==> src/core/sccs_pkg.sv <==
/*
  sccs_pkg: register map, field layout, reset values and carrier types
  of the smart card serial control and status block.
  assumes: 32-bit apb with byte addresses, 8-bit registers in low bits.
*/
`default_nettype none
package sccs_pkg;
  // register byte addresses
  localparam logic [7:0] OFS_CTRL     = 8'h00; // serial_control
  localparam logic [7:0] OFS_STATUS   = 8'h04; // serial_status
  localparam logic [7:0] OFS_MODE     = 8'h08; // gating mode, card select
  localparam logic [7:0] OFS_TXDATA   = 8'h0C; // tx_holding_reg
  localparam logic [7:0] OFS_RXDATA   = 8'h10; // rx_holding_reg
  localparam logic [7:0] OFS_IRQ_STAT = 8'h14; // sticky events, w1c
  localparam logic [7:0] OFS_IRQ_MASK = 8'h18; // event mask
  // status bit positions
  localparam int ST_TX_HOLDING_EMPTY = 7;  // tx_holding_empty
  localparam int ST_RX_HOLDING_FULL = 6;  // rx_holding_full
  localparam int ST_OVERRUN_FLAG = 5;  // overrun_flag
  localparam int ST_FER  = 4;  // framing (normal) / error signal (card)
  localparam int ST_PER  = 3;  // parity_err_flag
  localparam int ST_TEND = 2;  // transmit end, read only
  // mode register bit positions
  localparam int MD_GM   = 0;  // clock_gating_mode
  localparam int MD_SMART_CARD_SELECT = 1;  // smart_card_select
  // event bit positions
  localparam int EV_TX  = 0;   // transmit holding became empty
  localparam int EV_RX  = 1;   // receive holding became full
  localparam int EV_ERR = 2;   // a receive error flag was set
  localparam int EV_W   = 3;   // number of events
  // reset values
  localparam logic [7:0] CTRL_RST = 8'h00;
  localparam logic [7:0] MODE_RST = 8'h00;
  localparam logic       TX_HOLDING_EMPTY_RST = 1'b1;
  // clock enable field codes
  localparam logic [1:0] CKE_OFF  = 2'h0; // off / fixed low
  localparam logic [1:0] CKE_HIGH = 2'h2; // fixed high under gating
  localparam logic [1:0] CKE_CLK  = 2'h1; // clock output, both modes
  // apb
  localparam logic [31:0] RD_ZERO = 32'h0000_0000;

  // serial_control layout, bit 7 first
  typedef struct packed {
    logic       tx_irq_enable;        // bit 7
    logic       rx_irq_enable;        // bit 6
    logic       tx_enable;            // bit 5
    logic       rx_enable;            // bit 4
    logic       multiproc_irq_enable; // bit 3
    logic       tx_end_irq_enable;    // bit 2
    logic [1:0] clk_out_sel;          // bits 1:0, hi then lo
  } sccs_ctrl_t;

  // received character with its error marks
  typedef struct packed {
    logic [7:0] data;  // character from rx_shift_reg
    logic       perr;  // parity error seen
    logic       ferr;  // framing / error signal seen
  } sccs_rxword_t;
endpackage : sccs_pkg
`default_nettype wire

==> src/core/sccs_ctrl.sv <==
/*
  sccs_ctrl: control and status logic of the serial unit in smart card
  mode, with apb slave, event interrupt and clock pin control.
  assumes: datapath on core_clk gives tx_load / rx_done pulses; the
  baud clock arrives from another domain and is synchronised here.
*/
// The address map and the APB interface to the registers are this design's own decisions.
// Notes on behaviour
// - tx request only while tx irq enabled
// - rx and error requests need rx irq
// - transmitter works only with tx enable
// - receiver works only with rx enable
// - gating off: 00 pin free, 01 clock
// - gating on: 00 low, 10 high, x1 clock
// - clock selection changes take effect anytime
// - status flags ignore writes of one
// - status layout follows smart card select
// - tx empty set when disabled or loaded
// - tx empty cleared by write0 after read1
// - tx empty cleared by dma holding write
// - rx full set on clean reception
// - rx full cleared by write0 after read1
// - rx full cleared by dma holding read
// - rx disable leaves rx full unchanged
// - overrun set when receiving while full
`timescale 1ns/10ps
`default_nettype none
module sccs_ctrl (
  input  wire logic                 core_clk,         // 40 MHz
  input  wire logic                 rst_n,            // sync, low
  input  wire logic                 psel,             // apb select
  input  wire logic                 penable,          // apb access
  input  wire logic                 pwrite,           // apb direction
  input  wire logic [7:0]           paddr,            // byte address
  input  wire logic [31:0]          pwdata,           // write data
  output logic                      pready,           // apb ready
  output logic [31:0]               prdata,           // read data
  output logic                      pslverr,          // unmapped
  input  wire logic                 baud_clk,         // async bit clock
  input  wire logic                 tx_load,          // holding to shift
  input  wire logic                 tx_busy,          // shifter busy
  input  wire logic                 rx_done,          // reception ends
  input  wire sccs_pkg::sccs_rxword_t rx_word,        // with rx_done
  input  wire logic                 dtc_tx_wr,        // dma writes hold
  input  wire logic [7:0]           dtc_tx_data,      // dma data
  input  wire logic                 dtc_rx_rd,        // dma reads hold
  output logic [7:0]                tx_holding,       // to shifter
  output logic [7:0]                rx_holding,       // to dma
  output logic                      tx_run,           // tx may work
  output logic                      rx_run,           // rx may work
  output logic                      tx_empty_request, // to cpu / dma
  output logic                      rx_full_request,  // to cpu / dma
  output logic                      rx_error_request, // to cpu
  output logic                      irq,              // level interrupt
  output logic                      sck_o,            // clock pin level
  output logic                      sck_oe_n          // low: driving
);

  sccs_pkg::sccs_ctrl_t ctrl_q;           // serial_control
  logic [1:0]           mode_q;           // gating mode, card select
  logic [7:0]           tx_hold_q;        // tx_holding_reg
  logic [7:0]           rx_hold_q;        // rx_holding_reg
  logic                 tx_holding_empty_q, rx_holding_full_q;   // holding flags
  logic                 overrun_flag_q, per_q;    // error flags
  logic                 fer_q;            // framing / error signal
  logic [4:0]           armed_q;          // flags seen at one
  logic [sccs_pkg::EV_W-1:0] ev_stat_q;   // sticky events
  logic [sccs_pkg::EV_W-1:0] ev_mask_q;   // event mask
  logic                 pready_q, pslverr_q;
  logic [31:0]          prdata_q;
  logic                 txr_q, rxr_q, ter_q, rfr_q, rer_q, irq_q;
  logic                 bclk_s1_q, bclk_s2_q; // synchroniser
  logic                 sck_q, sck_oe_n_q;

  // bus decode, taken at the completing access edge
  logic       acc, wr, rd;
  logic [7:0] wbyte;
  logic [7:0] status_view;
  logic       mapped;
  assign acc   = psel & penable & pready_q;
  assign wr    = acc & pwrite;
  assign rd    = acc & ~pwrite;
  assign wbyte = pwdata[7:0];

  always_comb
  begin
    mapped = 1'b1;
    case (paddr)
      sccs_pkg::OFS_CTRL, sccs_pkg::OFS_STATUS, sccs_pkg::OFS_MODE,
      sccs_pkg::OFS_TXDATA, sccs_pkg::OFS_RXDATA,
      sccs_pkg::OFS_IRQ_STAT, sccs_pkg::OFS_IRQ_MASK: mapped = 1'b1;
      default: mapped = 1'b0;
    endcase
  end

  // status view: bit 4 means framing error normally, error signal
  // in card mode, where the parity flag is also ORed into it
  always_comb
  begin
    status_view = 8'h00;
    status_view[sccs_pkg::ST_TX_HOLDING_EMPTY] = tx_holding_empty_q;
    status_view[sccs_pkg::ST_RX_HOLDING_FULL] = rx_holding_full_q;
    status_view[sccs_pkg::ST_OVERRUN_FLAG] = overrun_flag_q;
    status_view[sccs_pkg::ST_PER]  = per_q;
    if (mode_q[sccs_pkg::MD_SMART_CARD_SELECT])
    begin
      // card mode: bit 4 reports the error signal, bit 2 end of tx
      status_view[sccs_pkg::ST_FER]  = fer_q | per_q;
      status_view[sccs_pkg::ST_TEND] = tx_holding_empty_q & ~tx_busy;
    end
    else
    begin
      status_view[sccs_pkg::ST_FER]  = fer_q;
      status_view[sccs_pkg::ST_TEND] = tx_holding_empty_q & ~tx_busy;
    end
  end

  // apb handshake: ready rises for the first access cycle
  always_ff @(posedge core_clk)
  begin
    if (!rst_n)
    begin
      pready_q  <= 1'b0;
      pslverr_q <= 1'b0;
      prdata_q  <= sccs_pkg::RD_ZERO;
    end
    else
    begin
      pready_q  <= psel & ~penable;
      pslverr_q <= psel & ~penable & ~mapped;
      if (psel & ~penable & ~pwrite)
      begin
        // read data captured at setup; unmapped reads as zero
        case (paddr)
          sccs_pkg::OFS_CTRL:     prdata_q <= {24'h000000, ctrl_q};
          sccs_pkg::OFS_STATUS:   prdata_q <= {24'h000000, status_view};
          sccs_pkg::OFS_MODE:     prdata_q <= {30'h0, mode_q};
          sccs_pkg::OFS_TXDATA:   prdata_q <= {24'h000000, tx_hold_q};
          sccs_pkg::OFS_RXDATA:   prdata_q <= {24'h000000, rx_hold_q};
          sccs_pkg::OFS_IRQ_STAT: prdata_q <= {29'h0, ev_stat_q};
          sccs_pkg::OFS_IRQ_MASK: prdata_q <= {29'h0, ev_mask_q};
          default:                prdata_q <= sccs_pkg::RD_ZERO;
        endcase
      end
      else if (acc)
        prdata_q <= sccs_pkg::RD_ZERO;
    end
  end

  // control and mode registers; the two unused enables are stored
  // as written, software keeps them zero in card mode
  always_ff @(posedge core_clk)
  begin
    if (!rst_n)
    begin
      ctrl_q <= sccs_pkg::CTRL_RST;
      mode_q <= sccs_pkg::MODE_RST[1:0];
    end
    else if (wr && paddr == sccs_pkg::OFS_CTRL)
      ctrl_q <= wbyte;
    else if (wr && paddr == sccs_pkg::OFS_MODE)
      mode_q <= wbyte[1:0];
  end

  // holding registers; dma write counts only when it was requested
  always_ff @(posedge core_clk)
  begin
    if (!rst_n)
      tx_hold_q <= 8'h00;
    else if (dtc_tx_wr && ter_q)
      tx_hold_q <= dtc_tx_data;
    else if (wr && paddr == sccs_pkg::OFS_TXDATA)
      tx_hold_q <= wbyte;
  end

  // clean reception while empty loads the holding register
  logic rx_ok, rx_clean, rx_over;
  assign rx_ok    = rx_done & ctrl_q.rx_enable;
  assign rx_clean = rx_ok & ~rx_word.perr & ~rx_word.ferr & ~rx_holding_full_q;
  assign rx_over  = rx_ok & rx_holding_full_q;

  always_ff @(posedge core_clk)
  begin
    if (!rst_n)
      rx_hold_q <= 8'h00;
    else if (rx_clean)
      rx_hold_q <= rx_word.data;
  end

  // read-then-write-zero: a flag seen at one by a status read arms
  // its clear; any status write disarms so a stale read cannot clear
  logic st_wr;
  logic [4:0] flags_now;
  assign st_wr     = wr && paddr == sccs_pkg::OFS_STATUS;
  assign flags_now = {tx_holding_empty_q, rx_holding_full_q, overrun_flag_q, per_q, fer_q};

  always_ff @(posedge core_clk)
  begin
    if (!rst_n)
      armed_q <= 5'h00;
    else if (rd && paddr == sccs_pkg::OFS_STATUS)
      armed_q <= flags_now;
    else if (st_wr)
      armed_q <= 5'h00;
  end

  // writes of one are ignored: only an armed zero clears
  logic clr_tx_holding_empty, clr_rx_holding_full, clr_overrun_flag, clr_per, clr_fer;
  assign clr_tx_holding_empty = st_wr & ~wbyte[sccs_pkg::ST_TX_HOLDING_EMPTY] & armed_q[4];
  assign clr_rx_holding_full = st_wr & ~wbyte[sccs_pkg::ST_RX_HOLDING_FULL] & armed_q[3];
  assign clr_overrun_flag = st_wr & ~wbyte[sccs_pkg::ST_OVERRUN_FLAG] & armed_q[2];
  assign clr_per  = st_wr & ~wbyte[sccs_pkg::ST_PER]  & armed_q[1];
  assign clr_fer  = st_wr & ~wbyte[sccs_pkg::ST_FER]  & armed_q[0];

  // transmit empty: set wins over every clear
  logic tx_holding_empty_set;
  assign tx_holding_empty_set = ~ctrl_q.tx_enable | (tx_load & ctrl_q.tx_enable);

  always_ff @(posedge core_clk)
  begin
    if (!rst_n)
      tx_holding_empty_q <= sccs_pkg::TX_HOLDING_EMPTY_RST;
    else if (tx_holding_empty_set)
      tx_holding_empty_q <= 1'b1;
    else if (clr_tx_holding_empty)
      tx_holding_empty_q <= 1'b0;
    else if (dtc_tx_wr && ter_q)
      tx_holding_empty_q <= 1'b0;
  end

  // receive full: rx enable has no say in its clearing
  always_ff @(posedge core_clk)
  begin
    if (!rst_n)
      rx_holding_full_q <= 1'b0;
    else if (rx_clean)
      rx_holding_full_q <= 1'b1;
    else if (clr_rx_holding_full)
      rx_holding_full_q <= 1'b0;
    else if (dtc_rx_rd && rfr_q)
      rx_holding_full_q <= 1'b0;
  end

  // error flags
  always_ff @(posedge core_clk)
  begin
    if (!rst_n)
    begin
      overrun_flag_q <= 1'b0;
      per_q  <= 1'b0;
      fer_q  <= 1'b0;
    end
    else
    begin
      if (rx_over)
        overrun_flag_q <= 1'b1;
      else if (clr_overrun_flag)
        overrun_flag_q <= 1'b0;
      if (rx_ok && rx_word.perr)
        per_q <= 1'b1;
      else if (clr_per)
        per_q <= 1'b0;
      if (rx_ok && rx_word.ferr)
        fer_q <= 1'b1;
      else if (clr_fer)
        fer_q <= 1'b0;
    end
  end

  // requests and run levels, all registered
  logic err_any;
  assign err_any = overrun_flag_q | per_q | fer_q;

  always_ff @(posedge core_clk)
  begin
    if (!rst_n)
    begin
      ter_q <= 1'b0;
      rfr_q <= 1'b0;
      rer_q <= 1'b0;
      txr_q <= 1'b0;
      rxr_q <= 1'b0;
    end
    else
    begin
      ter_q <= tx_holding_empty_q & ctrl_q.tx_irq_enable;
      rfr_q <= rx_holding_full_q & ctrl_q.rx_irq_enable;
      rer_q <= err_any & ctrl_q.rx_irq_enable;
      txr_q <= ctrl_q.tx_enable;
      rxr_q <= ctrl_q.rx_enable;
    end
  end

  // sticky events: set wins over the write-one clear
  logic [sccs_pkg::EV_W-1:0] ev_set;
  logic                      tx_holding_empty_d1_q, rx_holding_full_d1_q, err_d1_q;

  always_ff @(posedge core_clk)
  begin
    if (!rst_n)
    begin
      tx_holding_empty_d1_q <= sccs_pkg::TX_HOLDING_EMPTY_RST;
      rx_holding_full_d1_q <= 1'b0;
      err_d1_q  <= 1'b0;
    end
    else
    begin
      tx_holding_empty_d1_q <= tx_holding_empty_q;
      rx_holding_full_d1_q <= rx_holding_full_q;
      err_d1_q  <= err_any;
    end
  end

  always_comb
  begin
    ev_set = '0;
    ev_set[sccs_pkg::EV_TX]  = tx_holding_empty_q & ~tx_holding_empty_d1_q;
    ev_set[sccs_pkg::EV_RX]  = rx_holding_full_q & ~rx_holding_full_d1_q;
    ev_set[sccs_pkg::EV_ERR] = err_any & ~err_d1_q;
  end

  always_ff @(posedge core_clk)
  begin
    if (!rst_n)
    begin
      ev_stat_q <= '0;
      ev_mask_q <= '0;
      irq_q     <= 1'b0;
    end
    else
    begin
      if (wr && paddr == sccs_pkg::OFS_IRQ_STAT)
        ev_stat_q <= (ev_stat_q & ~wbyte[sccs_pkg::EV_W-1:0]) | ev_set;
      else
        ev_stat_q <= ev_stat_q | ev_set;
      if (wr && paddr == sccs_pkg::OFS_IRQ_MASK)
        ev_mask_q <= wbyte[sccs_pkg::EV_W-1:0];
      irq_q <= |(ev_stat_q & ev_mask_q);
    end
  end

  // baud clock synchroniser; only the second stage is read
  always_ff @(posedge core_clk)
  begin
    if (!rst_n)
    begin
      bclk_s1_q <= 1'b0;
      bclk_s2_q <= 1'b0;
    end
    else
    begin
      bclk_s1_q <= baud_clk;
      bclk_s2_q <= bclk_s1_q;
    end
  end

  // clock pin; selection is decoded live, so a change takes hold on
  // the next edge, but glitch-free switching is left to software
  always_ff @(posedge core_clk)
  begin
    if (!rst_n)
    begin
      sck_q      <= 1'b0;
      sck_oe_n_q <= 1'b1;
    end
    else if (mode_q[sccs_pkg::MD_GM])
    begin
      sck_oe_n_q <= 1'b0;
      if (ctrl_q.clk_out_sel[0])
        sck_q <= bclk_s2_q;
      else
        sck_q <= (ctrl_q.clk_out_sel == sccs_pkg::CKE_HIGH);
    end
    else
    begin
      // reserved codes 1X keep the pin free
      sck_oe_n_q <= ~(ctrl_q.clk_out_sel == sccs_pkg::CKE_CLK);
      sck_q      <= (ctrl_q.clk_out_sel == sccs_pkg::CKE_CLK) & bclk_s2_q;
    end
  end

  assign pready           = pready_q;
  assign pslverr          = pslverr_q;
  assign prdata           = prdata_q;
  assign tx_holding       = tx_hold_q;
  assign rx_holding       = rx_hold_q;
  assign tx_run           = txr_q;
  assign rx_run           = rxr_q;
  assign tx_empty_request = ter_q;
  assign rx_full_request  = rfr_q;
  assign rx_error_request = rer_q;
  assign irq              = irq_q;
  assign sck_o            = sck_q;
  assign sck_oe_n         = sck_oe_n_q;
endmodule // sccs_ctrl
`default_nettype wire

==> config.mk <==
export PLATFORM = sky130hd
export DESIGN_NAME = sccs_ctrl
export DESIGN_NICKNAME = d
export VERILOG_FILES = /design/src/core/sccs_pkg.sv /design/src/core/sccs_ctrl.sv
export SDC_FILE = /design/constraint.sdc
export NUM_CORES = 1
export LEC_CHECK = 0
export ABC_AREA = 1
export BUFFER_PORTS_ARGS = -buffer_cell sky130_fd_sc_hd__buf_2
export CORE_MARGIN = 5
export CORE_UTILIZATION = 48
export CTS_CLUSTER_DIAMETER = 80
export DETAILED_ROUTE_END_ITERATION = 12
export GPL_TIMING_DRIVEN = 1
export PLACE_DENSITY = 0.78
export REMOVE_ABC_BUFFERS = 1
export SLEW_MARGIN = 10
export SYNTH_ARGS = -nofsm -noshare
export SYNTH_HDL_FRONTEND = slang
export SYNTH_SLANG_ARGS = --single-unit
==> constraint.sdc <==
create_clock -name core_clk -period 1.35 [get_ports core_clk]
set_input_delay 0.2025 -clock core_clk [delete_from_list [all_inputs] [get_ports core_clk]]
set_output_delay 0.2025 -clock core_clk [all_outputs]
set_load 0.01 [all_outputs]
==> flow_summary_export.csv, run 1 <==
group,metric,value,unit
synthesis,post-synth-top-area-fraction,42.9,%
worst_setup_path,worst_setup_path_end_kind,"flop",
clock_network,clk_transition_reported_paths,0.07,ns
detailed_routing,first_iter_violations,194,
floorplan,floorplan.io_pins,127,
power,power.switching,0.947,mW
worst_setup_path,timing.rr.end,"tx_holding[1]$_SDFFE_PN0P_",
worst_setup_path,crit_path_max_incr_delay,0.35,ns
placed_design,numPortBuffers,78,
sta,finalWorstSetupSlack,0.0835,ns
worst_setup_path,crit_family,"compound AO/OA/AOI/OAI gates",
hold_path,min-delay-path-class,"input port to flop",
detailed_routing,drcViolationCount,0,
power,seqPwrFrac,45.3,%
clock_network,cts_root_buffer,"sky130_fd_sc_hd__clkbuf_8",
clock_network,cts_max_path_buffers,2,
global_routing,total_routing_usage_gr,21.4,%
synthesis,synthesis.area_per_instance,7.35,um2
layout,nets,586,
placed_design,globalplace.congestion,0.919,
global_routing,vias_in_the_first_global_route,2829,
sta,final_hold_viol_count,0,
clock_network,cts_inserted_buffers,9,
floorplan,die_area,8020,um2
detailed_routing,wl_per_cell,13.5,um
synthesis,synth_area,3040,um2
global_routing,grt_max_degree,32,
layout,antennaDiodeCount,0,
synthesis,synth-warning-count,0,
global_routing,total_congestion_overflow_after_global_routing,0,
worst_setup_path,worst_setup_path_start_kind,"flop",
synthesis,yosysUniqueCellTypes,32,
detailed_routing,detail_route.vias_per_cell,5.00,
hold_path,worstHoldEndpoint,"bclk_s1_q$_SDFF_PN0_",
power,power_frac_comb,6.4,%
layout,area.growth.synth_to_final,26.9,%
power,p_leak,1.84,nW
worst_setup_path,worst_setup_path_category,"flop to flop",
clock_network,tritoncts,"built",
worst_setup_path,critical_path.cell_chain,"nand3_4, nor2_4, inv_2, o21a_4, o21ai_0, a21oi_1",
synthesis,synth.top_cells.by_count,"73 x sky130_fd_sc_hd__nand2_1, 65 x sky130_fd_sc_hd__dfxtp_1, 45 x sky130_fd_sc_hd__inv_1",
synthesis,synth_async_sr_flop_share,0,%
sta,worst_case_clock_skew,0.0122,ns
synthesis,post_synth_main_area_contributors,"sky130_fd_sc_hd__dfxtp_1 43%, sky130_fd_sc_hd__nand2_1 9.0%, sky130_fd_sc_hd__o21ai_0 6.6%, sky130_fd_sc_hd__buf_4 6.2%, sky130_fd_sc_hd__a21oi_1 5.8%",
floorplan,initial_core_util,48.7,%
floorplan,core,6240,um2
floorplan,die_h,89.5,um
detailed_routing,route.layer.met1.wl,3460,um
synthesis,synthesis.instances,413,
hold_path,hold_path_startpoint,"baud_clk",
layout,postLayoutCellArea,3850,um2
sta,timing_max_transition_violations_final,0,
detailed_routing,vias,2993,
layout,post_route_cells_drive_above_1_share,29.3,%
power,power.share.switching,22.2,%
detailed_routing,drt_pass1_iterations,5,
global_routing,grt_pass1_wl,13000,um
power,powerDensity,1110,nW/um2
worst_setup_path,crit_buf_inv,1,
clock_network,clk-insertion-delay-late,0.35,ns
power,power.share.clock,48.3,%
sta,final.period_utilization,93.8,%
detailed_routing,route.antenna.remaining_nets,0,
hold_path,hold-path-cell-count,3,
worst_setup_path,reg_to_reg_critical_path_startpoint,"pready$_SDFF_PN0_",
worst_setup_path,regToRegSetupSlack,0.08,ns
detailed_routing,highest_metal_layer_with_signal_wires,"met4",
detailed_routing,route.met3.wl,623,um
worst_setup_path,cp_data_arrival_time,1.50,ns
worst_setup_path,worstPathRequired,1.58,ns
synthesis,ys_ff_latch,65,
sta,fmax,790,MHz
worst_setup_path,critical_path_peak_fanout,16,
worst_setup_path,worst_path_max_delay_cell,"sky130_fd_sc_hd__dfxtp_2",
power,cell_internal_pwr,3.31,mW
sta,unrepaired_setup_endpoints_after_global_routing,"yes",
detailed_routing,dr_wl_met2,3730,um
detailed_routing,drt-total-wl,8100,um
placed_design,placed_standard_cell_area,3590,um2
synthesis,ys_seq_area_share,42.9,%
clock_network,htree_num_levels,3,
outcome,run_status,"completed",
synthesis,synth_enable_flop_cells,0,
run,maxCapViolations,0,
global_routing,number_of_antenna_violations_at_the_first_check_in_global_routing,0,
placed_design,placement.setup.worst_slack,-0.0726,ns
synthesis,synth.most_common_cell,"sky130_fd_sc_hd__nand2_1",
worst_setup_path,rr_worst_depth,6,
layout,final_core_utilization,61.8,%
sta,period_minus_slack,1.27,ns
clock_network,cts_num_sinks,65,
synthesis,post-synth-top-area-cell,"sky130_fd_sc_hd__dfxtp_1",
floorplan,die_w,89.5,um
placed_design,dp.final_hpwl,6300,um
power,ir_worst_vdd,0.715,mV
floorplan,rows,29,
sta,finalSetupViolCount,0,
synthesis,synth_flop_cell,"sky130_fd_sc_hd__dfxtp_1",
[worst min-delay path: stages]
cell and delay, ns:
sky130_fd_sc_hd__buf_2 0.08, sky130_fd_sc_hd__nand2_1 0.04, sky130_fd_sc_hd__inv_1 0.04
[power groups by stage]
stage	combinational, mW	clock, mW	sequential (mW)
floorplan	0.121	0	1.97
global placement	0.259	0	1.98
detailed placement	0.265	0	1.97
CTS	0.266	2.08	1.93
global route	0.306	2.17	1.93
finish	0.271	2.06	1.93
[per-stage QoR]
stage	power, mW	setup TNS [ns]	hold WS [ns]	std cells
global placement	2.23	-0.147	0.390	583
finish	4.26	0	0.0479	599
detailed placement	2.24	-0.438	0.396	583
global route	4.40	-0.0380	0.0506	599
floorplan	2.09	0	0.272	404
CTS	4.28	0	0.0415	599
[layer usage]
layer | global-route usage (%) | up-vias
li1 | - | 1493
met1 | 27.5 | 1333
met2 | 33.6 | 143
met3 | 4.15 | 24
met4 | 11.6 | 0
met5 | 0 | -
[worst max-delay path by stage]
stage | start | endpoint | slack, ns | cells past startpoint
after CTS | pready$_SDFF_PN0_ | tx_holding[2]$_SDFFE_PN0P_ | 0.02 | 6
after detailed placement | paddr[5] | per_q$_SDFFE_PN0P_ | -0.07 | 9
after global routing | pready$_SDFF_PN0_ | tx_holding[4]$_SDFFE_PN0P_ | -0.01 | 6
final | pready$_SDFF_PN0_ | tx_holding[1]$_SDFFE_PN0P_ | 0.08 | 6
after global placement | paddr[5] | rx_holding_full_q$_SDFFE_PN0P_ | -0.04 | 9
after floorplan | pready$_SDFF_PN0_ | tx_holding[0]$_SDFFE_PN0P_ | 0.05 | 6
[kinds of logic (layout without fill, tap and decap cells)]
logic type,after synthesis,in the layout,synth area share [%]
AND/OR/NAND/NOR,169,169,25.1
AO/OA/AOI/OAI,88,88,15.4
buffers and inverters,82,168,13.6
flip-flops,65,65,42.9
multiplexers,8,8,2.97
other,1,24,0.123
[cell type report]
class | count | area, um2
multi-input combinational | 289 | 1420
sequential | 65 | 1300
fill | 575 | 2390
clock inverter | 6 | 115
clock buffer | 10 | 138
tap | 77 | 96.3
timing repair buffer | 102 | 596
inverter | 50 | 190
[timing repair]
action,CTS,global route
buffers inserted,0,0
endpoints found under the setup margin,0,17
resized for setup,0,6
hold buffers,0,0
[layout by cell type (no fill, tap or decap), types with 3 or more instances in the layout]
cell type	Yosys	layout
sky130_fd_sc_hd__buf_2	0	78
sky130_fd_sc_hd__nand2_1	73	73
sky130_fd_sc_hd__dfxtp_1	65	64
sky130_fd_sc_hd__inv_1	45	44
sky130_fd_sc_hd__nor2_1	42	42
sky130_fd_sc_hd__o21ai_0	40	37
sky130_fd_sc_hd__a21oi_1	35	35
sky130_fd_sc_hd__nand3_1	32	32
sky130_fd_sc_hd__conb_1	1	24
sky130_fd_sc_hd__buf_4	25	22
sky130_fd_sc_hd__clkbuf_8	0	10
sky130_fd_sc_hd__o21ai_1	6	9
sky130_fd_sc_hd__mux2_2	8	8
sky130_fd_sc_hd__nand2_2	5	5
sky130_fd_sc_hd__inv_2	4	5
sky130_fd_sc_hd__nor2_4	4	4
sky130_fd_sc_hd__nor2_2	3	3
sky130_fd_sc_hd__bufinv_16	0	3
Power figures use the tool's default switching activity.
==> run 2: changes to the inputs <==
--- a/config.mk
+++ b/config.mk
@@ -7,12 +7,14 @@
 export LEC_CHECK = 0
 export ABC_AREA = 1
 export BUFFER_PORTS_ARGS = -buffer_cell sky130_fd_sc_hd__buf_2
+export CELL_PAD_IN_SITES_DETAIL_PLACEMENT = 1
+export CELL_PAD_IN_SITES_GLOBAL_PLACEMENT = 2
 export CORE_MARGIN = 5
-export CORE_UTILIZATION = 48
+export CORE_UTILIZATION = 25
 export CTS_CLUSTER_DIAMETER = 80
 export DETAILED_ROUTE_END_ITERATION = 12
 export GPL_TIMING_DRIVEN = 1
-export PLACE_DENSITY = 0.78
+export PLACE_DENSITY = 0.77
 export REMOVE_ABC_BUFFERS = 1
 export SLEW_MARGIN = 10
 export SYNTH_ARGS = -nofsm -noshare
==> flow_summary_export.csv, run 2 (same netlist as run 1, synthesis figures left out) <==
group,metric,value,unit
worst_setup_path,timing.rr.end,"tx_holding[4]$_SDFFE_PN0P_",
global_routing,total_congestion_overflow_after_global_routing,0,
clock_network,cts_inserted_buffers,9,
placed_design,numPlacedInstances,662,
detailed_routing,drt_pass1_iterations,4,
detailed_routing,drcViolationCount,0,
worst_setup_path,crit_path_max_incr_delay,0.35,ns
hold_path,hold_path_startpoint,"baud_clk",
worst_setup_path,worst_setup_path_start_kind,"flop",
clock_network,clk-insertion-delay-late,0.32,ns
run,maxCapViolations,0,
clock_network,cts_root_buffer,"sky130_fd_sc_hd__clkbuf_16",
floorplan,core,12000,um2
sta,final.period_utilization,94.9,%
layout,leading_cell_types_in_the_layout_fill_and_taps_excluded,"78 x sky130_fd_sc_hd__buf_2, 72 x sky130_fd_sc_hd__nand2_1, 64 x sky130_fd_sc_hd__dfxtp_1",
power,power.share.switching,21.5,%
layout,nets,596,
detailed_routing,highest_metal_layer_with_signal_wires,"met4",
sta,final_hold_viol_count,0,
sta,fin_setup_tns,0,ns
detailed_routing,drt-total-wl,10200,um
detailed_routing,route.met3.wl,487,um
floorplan,initial_core_util,25.4,%
detailed_routing,route.layer.met1.wl,4600,um
power,power.share.clock,54.4,%
sta,timing_max_transition_violations_final,0,
layout,final_core_utilization,34.6,%
sta,period_minus_slack,1.28,ns
global_routing,grt_max_degree,42,
placed_design,dp.final_hpwl,7870,um
clock_network,htree_num_levels,3,
power,powerDensity,1190,nW/um2
power,power.switching,1.06,mW
power,p_leak,1.94,nW
hold_path,min-delay-path-class,"input port to flop",
layout,post_route_cells_drive_above_1_share,30.8,%
detailed_routing,first_iter_violations,95,
layout,fin_cells,679,
sta,finalSetupViolCount,0,
detailed_routing,detail_route.vias_per_cell,4.42,
clock_network,post_cts_buffers,0,
worst_setup_path,cp_data_arrival_time,1.48,ns
global_routing,vias_in_the_first_global_route,3136,
sta,finalWorstSetupSlack,0.0685,ns
worst_setup_path,regToRegSetupSlack,0.07,ns
global_routing,grt_pass1_wl,15700,um
global_routing,number_of_antenna_violations_at_the_first_check_in_global_routing,0,
floorplan,rows,40,
layout,area.growth.synth_to_final,36.4,%
worst_setup_path,worst_setup_path_end_kind,"flop",
clock_network,clk_transition_reported_paths,0.06,ns
power,ir_worst_vdd,0.737,mV
hold_path,hold-path-cell-count,3,
floorplan,die_w,120,um
worst_setup_path,crit_buf_inv,1,
floorplan,floorplan.io_pins,127,
power,power_frac_comb,6.2,%
clock_network,cts_num_sinks,65,
detailed_routing,dr_wl_met2,4990,um
placed_design,placement.setup.worst_slack,-0.119,ns
floorplan,die_h,120,um
clock_network,cts_max_path_buffers,2,
floorplan,die_area,14500,um2
detailed_routing,vias,3001,
worst_setup_path,rr_worst_depth,6,
detailed_routing,route.antenna.remaining_nets,0,
worst_setup_path,critical_path_peak_fanout,8,
worst_setup_path,critical_path.cell_chain,"nand3_4, nor2_4, inv_2, o21a_4, o21ai_0, a21oi_1",
placed_design,numPortBuffers,78,
worst_setup_path,crit_family,"compound AO/OA/AOI/OAI gates",
sta,unrepaired_setup_endpoints_after_global_routing,"yes",
hold_path,worstHoldEndpoint,"bclk_s1_q$_SDFF_PN0_",
detailed_routing,wl_per_cell,15.0,um
sta,worst_case_clock_skew,0.00514,ns
worst_setup_path,worstPathRequired,1.55,ns
worst_setup_path,reg_to_reg_critical_path_startpoint,"pready$_SDFF_PN0_",
layout,mostFrequentLayoutCell,"sky130_fd_sc_hd__buf_2",
power,cell_internal_pwr,3.86,mW
placed_design,globalplace.congestion,0.834,
clock_network,tritoncts,"built",
power,seqPwrFrac,39.3,%
outcome,run_status,"completed",
layout,antennaDiodeCount,0,
worst_setup_path,worst_path_max_delay_cell,"sky130_fd_sc_hd__dfxtp_2",
worst_setup_path,worst_setup_path_category,"flop to flop",
global_routing,total_routing_usage_gr,13.9,%
layout,fillCellCount,1477,
sta,fmax,780,MHz
## run 2: cell type report
class / count / area (um2) / area share, %
multi-input combinational: 290 / 1430 / 34.6
sequential: 65 / 1300 / 31.5
timing repair buffer: 111 / 688 / 16.6
clock buffer: 9 / 225 / 5.44
inverter: 50 / 190 / 4.59
tap: 147 / 184 / 4.44
clock inverter: 7 / 118 / 2.84
## run 2: worst reg2reg max path, delay by kind of cell (launching register included)
family	cells	cell delay, ns
and+or+nand+nor	2	0.26
DFF	1	0.35
buffers and inverters	1	0.07
AOI/OAI and AO/OA	3	0.48
## run 2: worst max path at each step
stage | from | end | slack, ns | cells after the start
6_report | pready$_SDFF_PN0_ | tx_holding[4]$_SDFFE_PN0P_ | 0.07 | 6
4_1_cts | pready$_SDFF_PN0_ | tx_holding[3]$_SDFFE_PN0P_ | 0.005 | 6
5_1_grt | pready$_SDFF_PN0_ | tx_holding[0]$_SDFFE_PN0P_ | -0.02 | 6
3_3_place_gp | paddr[5] | ctrl_q[7]$_SDFFE_PN0N_ | -0.09 | 8
2_1_floorplan | pready$_SDFF_PN0_ | tx_holding[0]$_SDFFE_PN0P_ | 0.05 | 6
3_5_place_dp | paddr[5] | overrun_flag_q$_SDFFE_PN0P_ | -0.12 | 9
## run 2: through the flow
stage | power [mW] | area (um2) | hold slack [ns]
CTS | 4.98 | 4120 | 0.0663
global placement | 2.27 | 3770 | 0.391
floorplan | 2.09 | 2900 | 0.272
finish | 4.92 | 4140 | 0.0740
detailed placement | 2.28 | 3770 | 0.393
global route | 5.11 | 4140 | 0.0996
## run 2: layer usage
metal,global-route usage (%),vias up
met1,17.0,1393
li1,-,1525
met3,3.09,8
met4,2.76,0
met5,0,-
met2,25.0,75
## run 2: power groups by stage
| stage | sequential (mW) | combinational [mW] | clock, mW |
|---|---|---|---|
| after global routing | 1.93 | 0.342 | 2.83 |
| after global placement | 1.97 | 0.298 | 0 |
| after CTS | 1.93 | 0.305 | 2.74 |
| after floorplan | 1.97 | 0.121 | 0 |
| after detailed placement | 1.97 | 0.302 | 0 |
| final | 1.93 | 0.307 | 2.68 |
## run 2: what timing repair did
action | in CTS | in global routing
setup endpoints to repair | 6 | 31
hold buffers | 0 | 0
cloned | 0 | 1
pin swaps | 1 | 1
resized for setup | 2 | 9
==> run 3: changes to the inputs <==
--- a/config.mk
+++ b/config.mk
@@ -7,14 +7,12 @@
 export LEC_CHECK = 0
 export ABC_AREA = 1
 export BUFFER_PORTS_ARGS = -buffer_cell sky130_fd_sc_hd__buf_2
-export CELL_PAD_IN_SITES_DETAIL_PLACEMENT = 1
-export CELL_PAD_IN_SITES_GLOBAL_PLACEMENT = 2
 export CORE_MARGIN = 5
-export CORE_UTILIZATION = 25
+export CORE_UTILIZATION = 40
 export CTS_CLUSTER_DIAMETER = 80
 export DETAILED_ROUTE_END_ITERATION = 12
 export GPL_TIMING_DRIVEN = 1
-export PLACE_DENSITY = 0.77
+export PLACE_DENSITY = 0.67
 export REMOVE_ABC_BUFFERS = 1
 export SLEW_MARGIN = 10
 export SYNTH_ARGS = -nofsm -noshare
==> flow_summary_export.csv, run 3 (same netlist as run 1, synthesis figures left out) <==
group,metric,value,unit
power,powerDensity,953,nW/um2
worst_setup_path,rr_worst_depth,6,
detailed_routing,drt_pass1_iterations,4,
detailed_routing,detail_route.vias_per_cell,4.69,
hold_path,min-delay-path-class,"input port to flop",
placed_design,numPortBuffers,78,
hold_path,hold_path_startpoint,"baud_clk",
layout,postLayoutCellArea,3790,um2
layout,sequential_cell_area,1300,um2
worst_setup_path,regToRegSetupSlack,0.06,ns
sta,finalWorstSetupSlack,0.0564,ns
hold_path,hold-path-cell-count,3,
worst_setup_path,worst_setup_path_start_kind,"flop",
detailed_routing,drcViolationCount,0,
detailed_routing,drt-total-wl,7990,um
global_routing,vias_in_the_first_global_route,2808,
layout,nets,587,
global_routing,number_of_antenna_violations_at_the_first_check_in_global_routing,0,
floorplan,die_w,97.1,um
sta,timing_max_transition_violations_final,0,
clock_network,cts_hold_repair.buffers,0,
clock_network,cts_max_path_buffers,2,
layout,fillCellCount,754,
layout,multi_input_area,1420,um2
clock_network,clk-insertion-delay-late,0.34,ns
placed_design,placed_standard_cell_area,3620,um2
floorplan,floorplan.io_pins,127,
clock_network,tritoncts,"built",
detailed_routing,wl_per_cell,12.9,um
layout,area.growth.synth_to_final,24.9,%
layout,mostFrequentLayoutCell,"sky130_fd_sc_hd__buf_2",
worst_setup_path,cp_data_arrival_time,1.52,ns
floorplan,die_h,97.1,um
worst_setup_path,timing.rr.end,"tx_holding[7]$_SDFFE_PN0P_",
placed_design,globalplace.congestion,0.878,
worst_setup_path,critical_path_peak_fanout,16,
clock_network,post_cts_buffers,0,
placed_design,dp.final_hpwl,6320,um
worst_setup_path,critical_path.cell_chain,"nand3_4, nor2_4, inv_2, o21a_4, o21ai_0, a21oi_1",
worst_setup_path,worst_setup_path_category,"flop to flop",
clock_network,clk_transition_reported_paths,0.06,ns
worst_setup_path,worst_path_max_delay_cell,"sky130_fd_sc_hd__dfxtp_2",
worst_setup_path,worstPathRequired,1.58,ns
floorplan,die_area,9430,um2
worst_setup_path,crit_path_max_incr_delay,0.35,ns
detailed_routing,route.antenna.remaining_nets,0,
global_routing,total_routing_usage_gr,17.1,%
power,p_leak,1.80,nW
sta,worst_case_clock_skew,0.00360,ns
clock_network,cts_inserted_buffers,9,
detailed_routing,vias,2906,
outcome,run_status,"completed",
clock_network,cts_root_buffer,"sky130_fd_sc_hd__clkbuf_8",
sta,finalSetupViolCount,0,
sta,final.period_utilization,95.8,%
detailed_routing,first_iter_violations,158,
sta,final_hold_viol_count,0,
global_routing,grt_max_degree,26,
sta,period_minus_slack,1.29,ns
hold_path,worstHoldEndpoint,"bclk_s1_q$_SDFF_PN0_",
power,ir_worst_vdd,0.452,mV
clock_network,htree_num_levels,3,
global_routing,grt_pass1_wl,13100,um
worst_setup_path,reg_to_reg_critical_path_startpoint,"pready$_SDFF_PN0_",
layout,leading_cell_types_in_the_layout_fill_and_taps_excluded,"78 x sky130_fd_sc_hd__buf_2, 73 x sky130_fd_sc_hd__nand2_1, 64 x sky130_fd_sc_hd__dfxtp_1",
global_routing,total_congestion_overflow_after_global_routing,0,
run,maxCapViolations,0,
layout,antennaDiodeCount,0,
power,fin_total_pwr,3.61,mW
layout,post_route_cells_drive_above_1_share,28.6,%
floorplan,core,7330,um2
worst_setup_path,worst_setup_path_end_kind,"flop",
sta,fmax,773,MHz
floorplan,rows,31,
placed_design,placement.setup.worst_slack,-0.0324,ns
floorplan,initial_core_util,41.4,%
clock_network,cts_num_sinks,65,
[run 3: repair_timing]
item / CTS / global route
endpoints found under the hold margin: 0 / 0
resized for setup: 0 / 8
setup endpoints to repair: 0 / 24
[run 3: per-stage QoR]
| stage | setup TNS, ns | instances | hold WS, ns | utilization (%) |
|---|---|---|---|---|
| after floorplan | 0 | 404 | 0.272 | - |
| after global placement | -0.107 | 606 | 0.392 | 49.3 |
| after detailed placement | -0.200 | 606 | 0.392 | 49.3 |
| after CTS | 0 | 620 | 0.0398 | 51.5 |
| after global routing | -0.00483 | 620 | 0.0387 | 51.7 |
| final | 0 | 620 | 0.0491 | 51.7 |
[run 3: how the worst max path moves through the flow]
stage                           start                              to  depth (start not counted)
floorplan           pready$_SDFF_PN0_      tx_holding[0]$_SDFFE_PN0P_                          6
global placement             paddr[5]  rx_holding_full_q$_SDFFE_PN0P_                          9
detailed placement           paddr[7]      tx_holding[7]$_SDFFE_PN0P_                          8
CTS                 pready$_SDFF_PN0_      tx_holding[3]$_SDFFE_PN0P_                          6
global route        pready$_SDFF_PN0_      tx_holding[0]$_SDFFE_PN0P_                          6
finish              pready$_SDFF_PN0_      tx_holding[7]$_SDFFE_PN0P_                          6
[run 3: critical path: cells and delay by family, from the launching register on]
kind / cells / cell delay, ns
AO/OA/AOI/OAI: 3 / 0.50
flip-flops: 1 / 0.35
AND/OR/NAND/NOR: 2 / 0.28
buffers and inverters: 1 / 0.05
[run 3: area by class of cell]
type,instances,share of cell area (%)
multi-input combinational,289,37.5
inverter,50,5.01
tap,99,3.27
sequential,65,34.3
clock buffer,14,4.29
timing repair buffer,103,15.6
[run 3: metal layers]
metal | global-route usage [%] | part of all wire, % | up-vias
met1 | 21.9 | 45 | 1279
met5 | 0 | 0 | -
met3 | 4.81 | 8.3 | 21
met4 | 7.56 | 2.9 | 0
li1 | - | - | 1495
met2 | 26.6 | 44 | 111
[run 3: where the power goes]
group	internal [mW]	switching [mW]	total [mW]
combinational	0.105	0.165	0.270
sequential	1.93	0.00467	1.93
clock	0.749	0.662	1.41
total	2.78	0.832	3.61
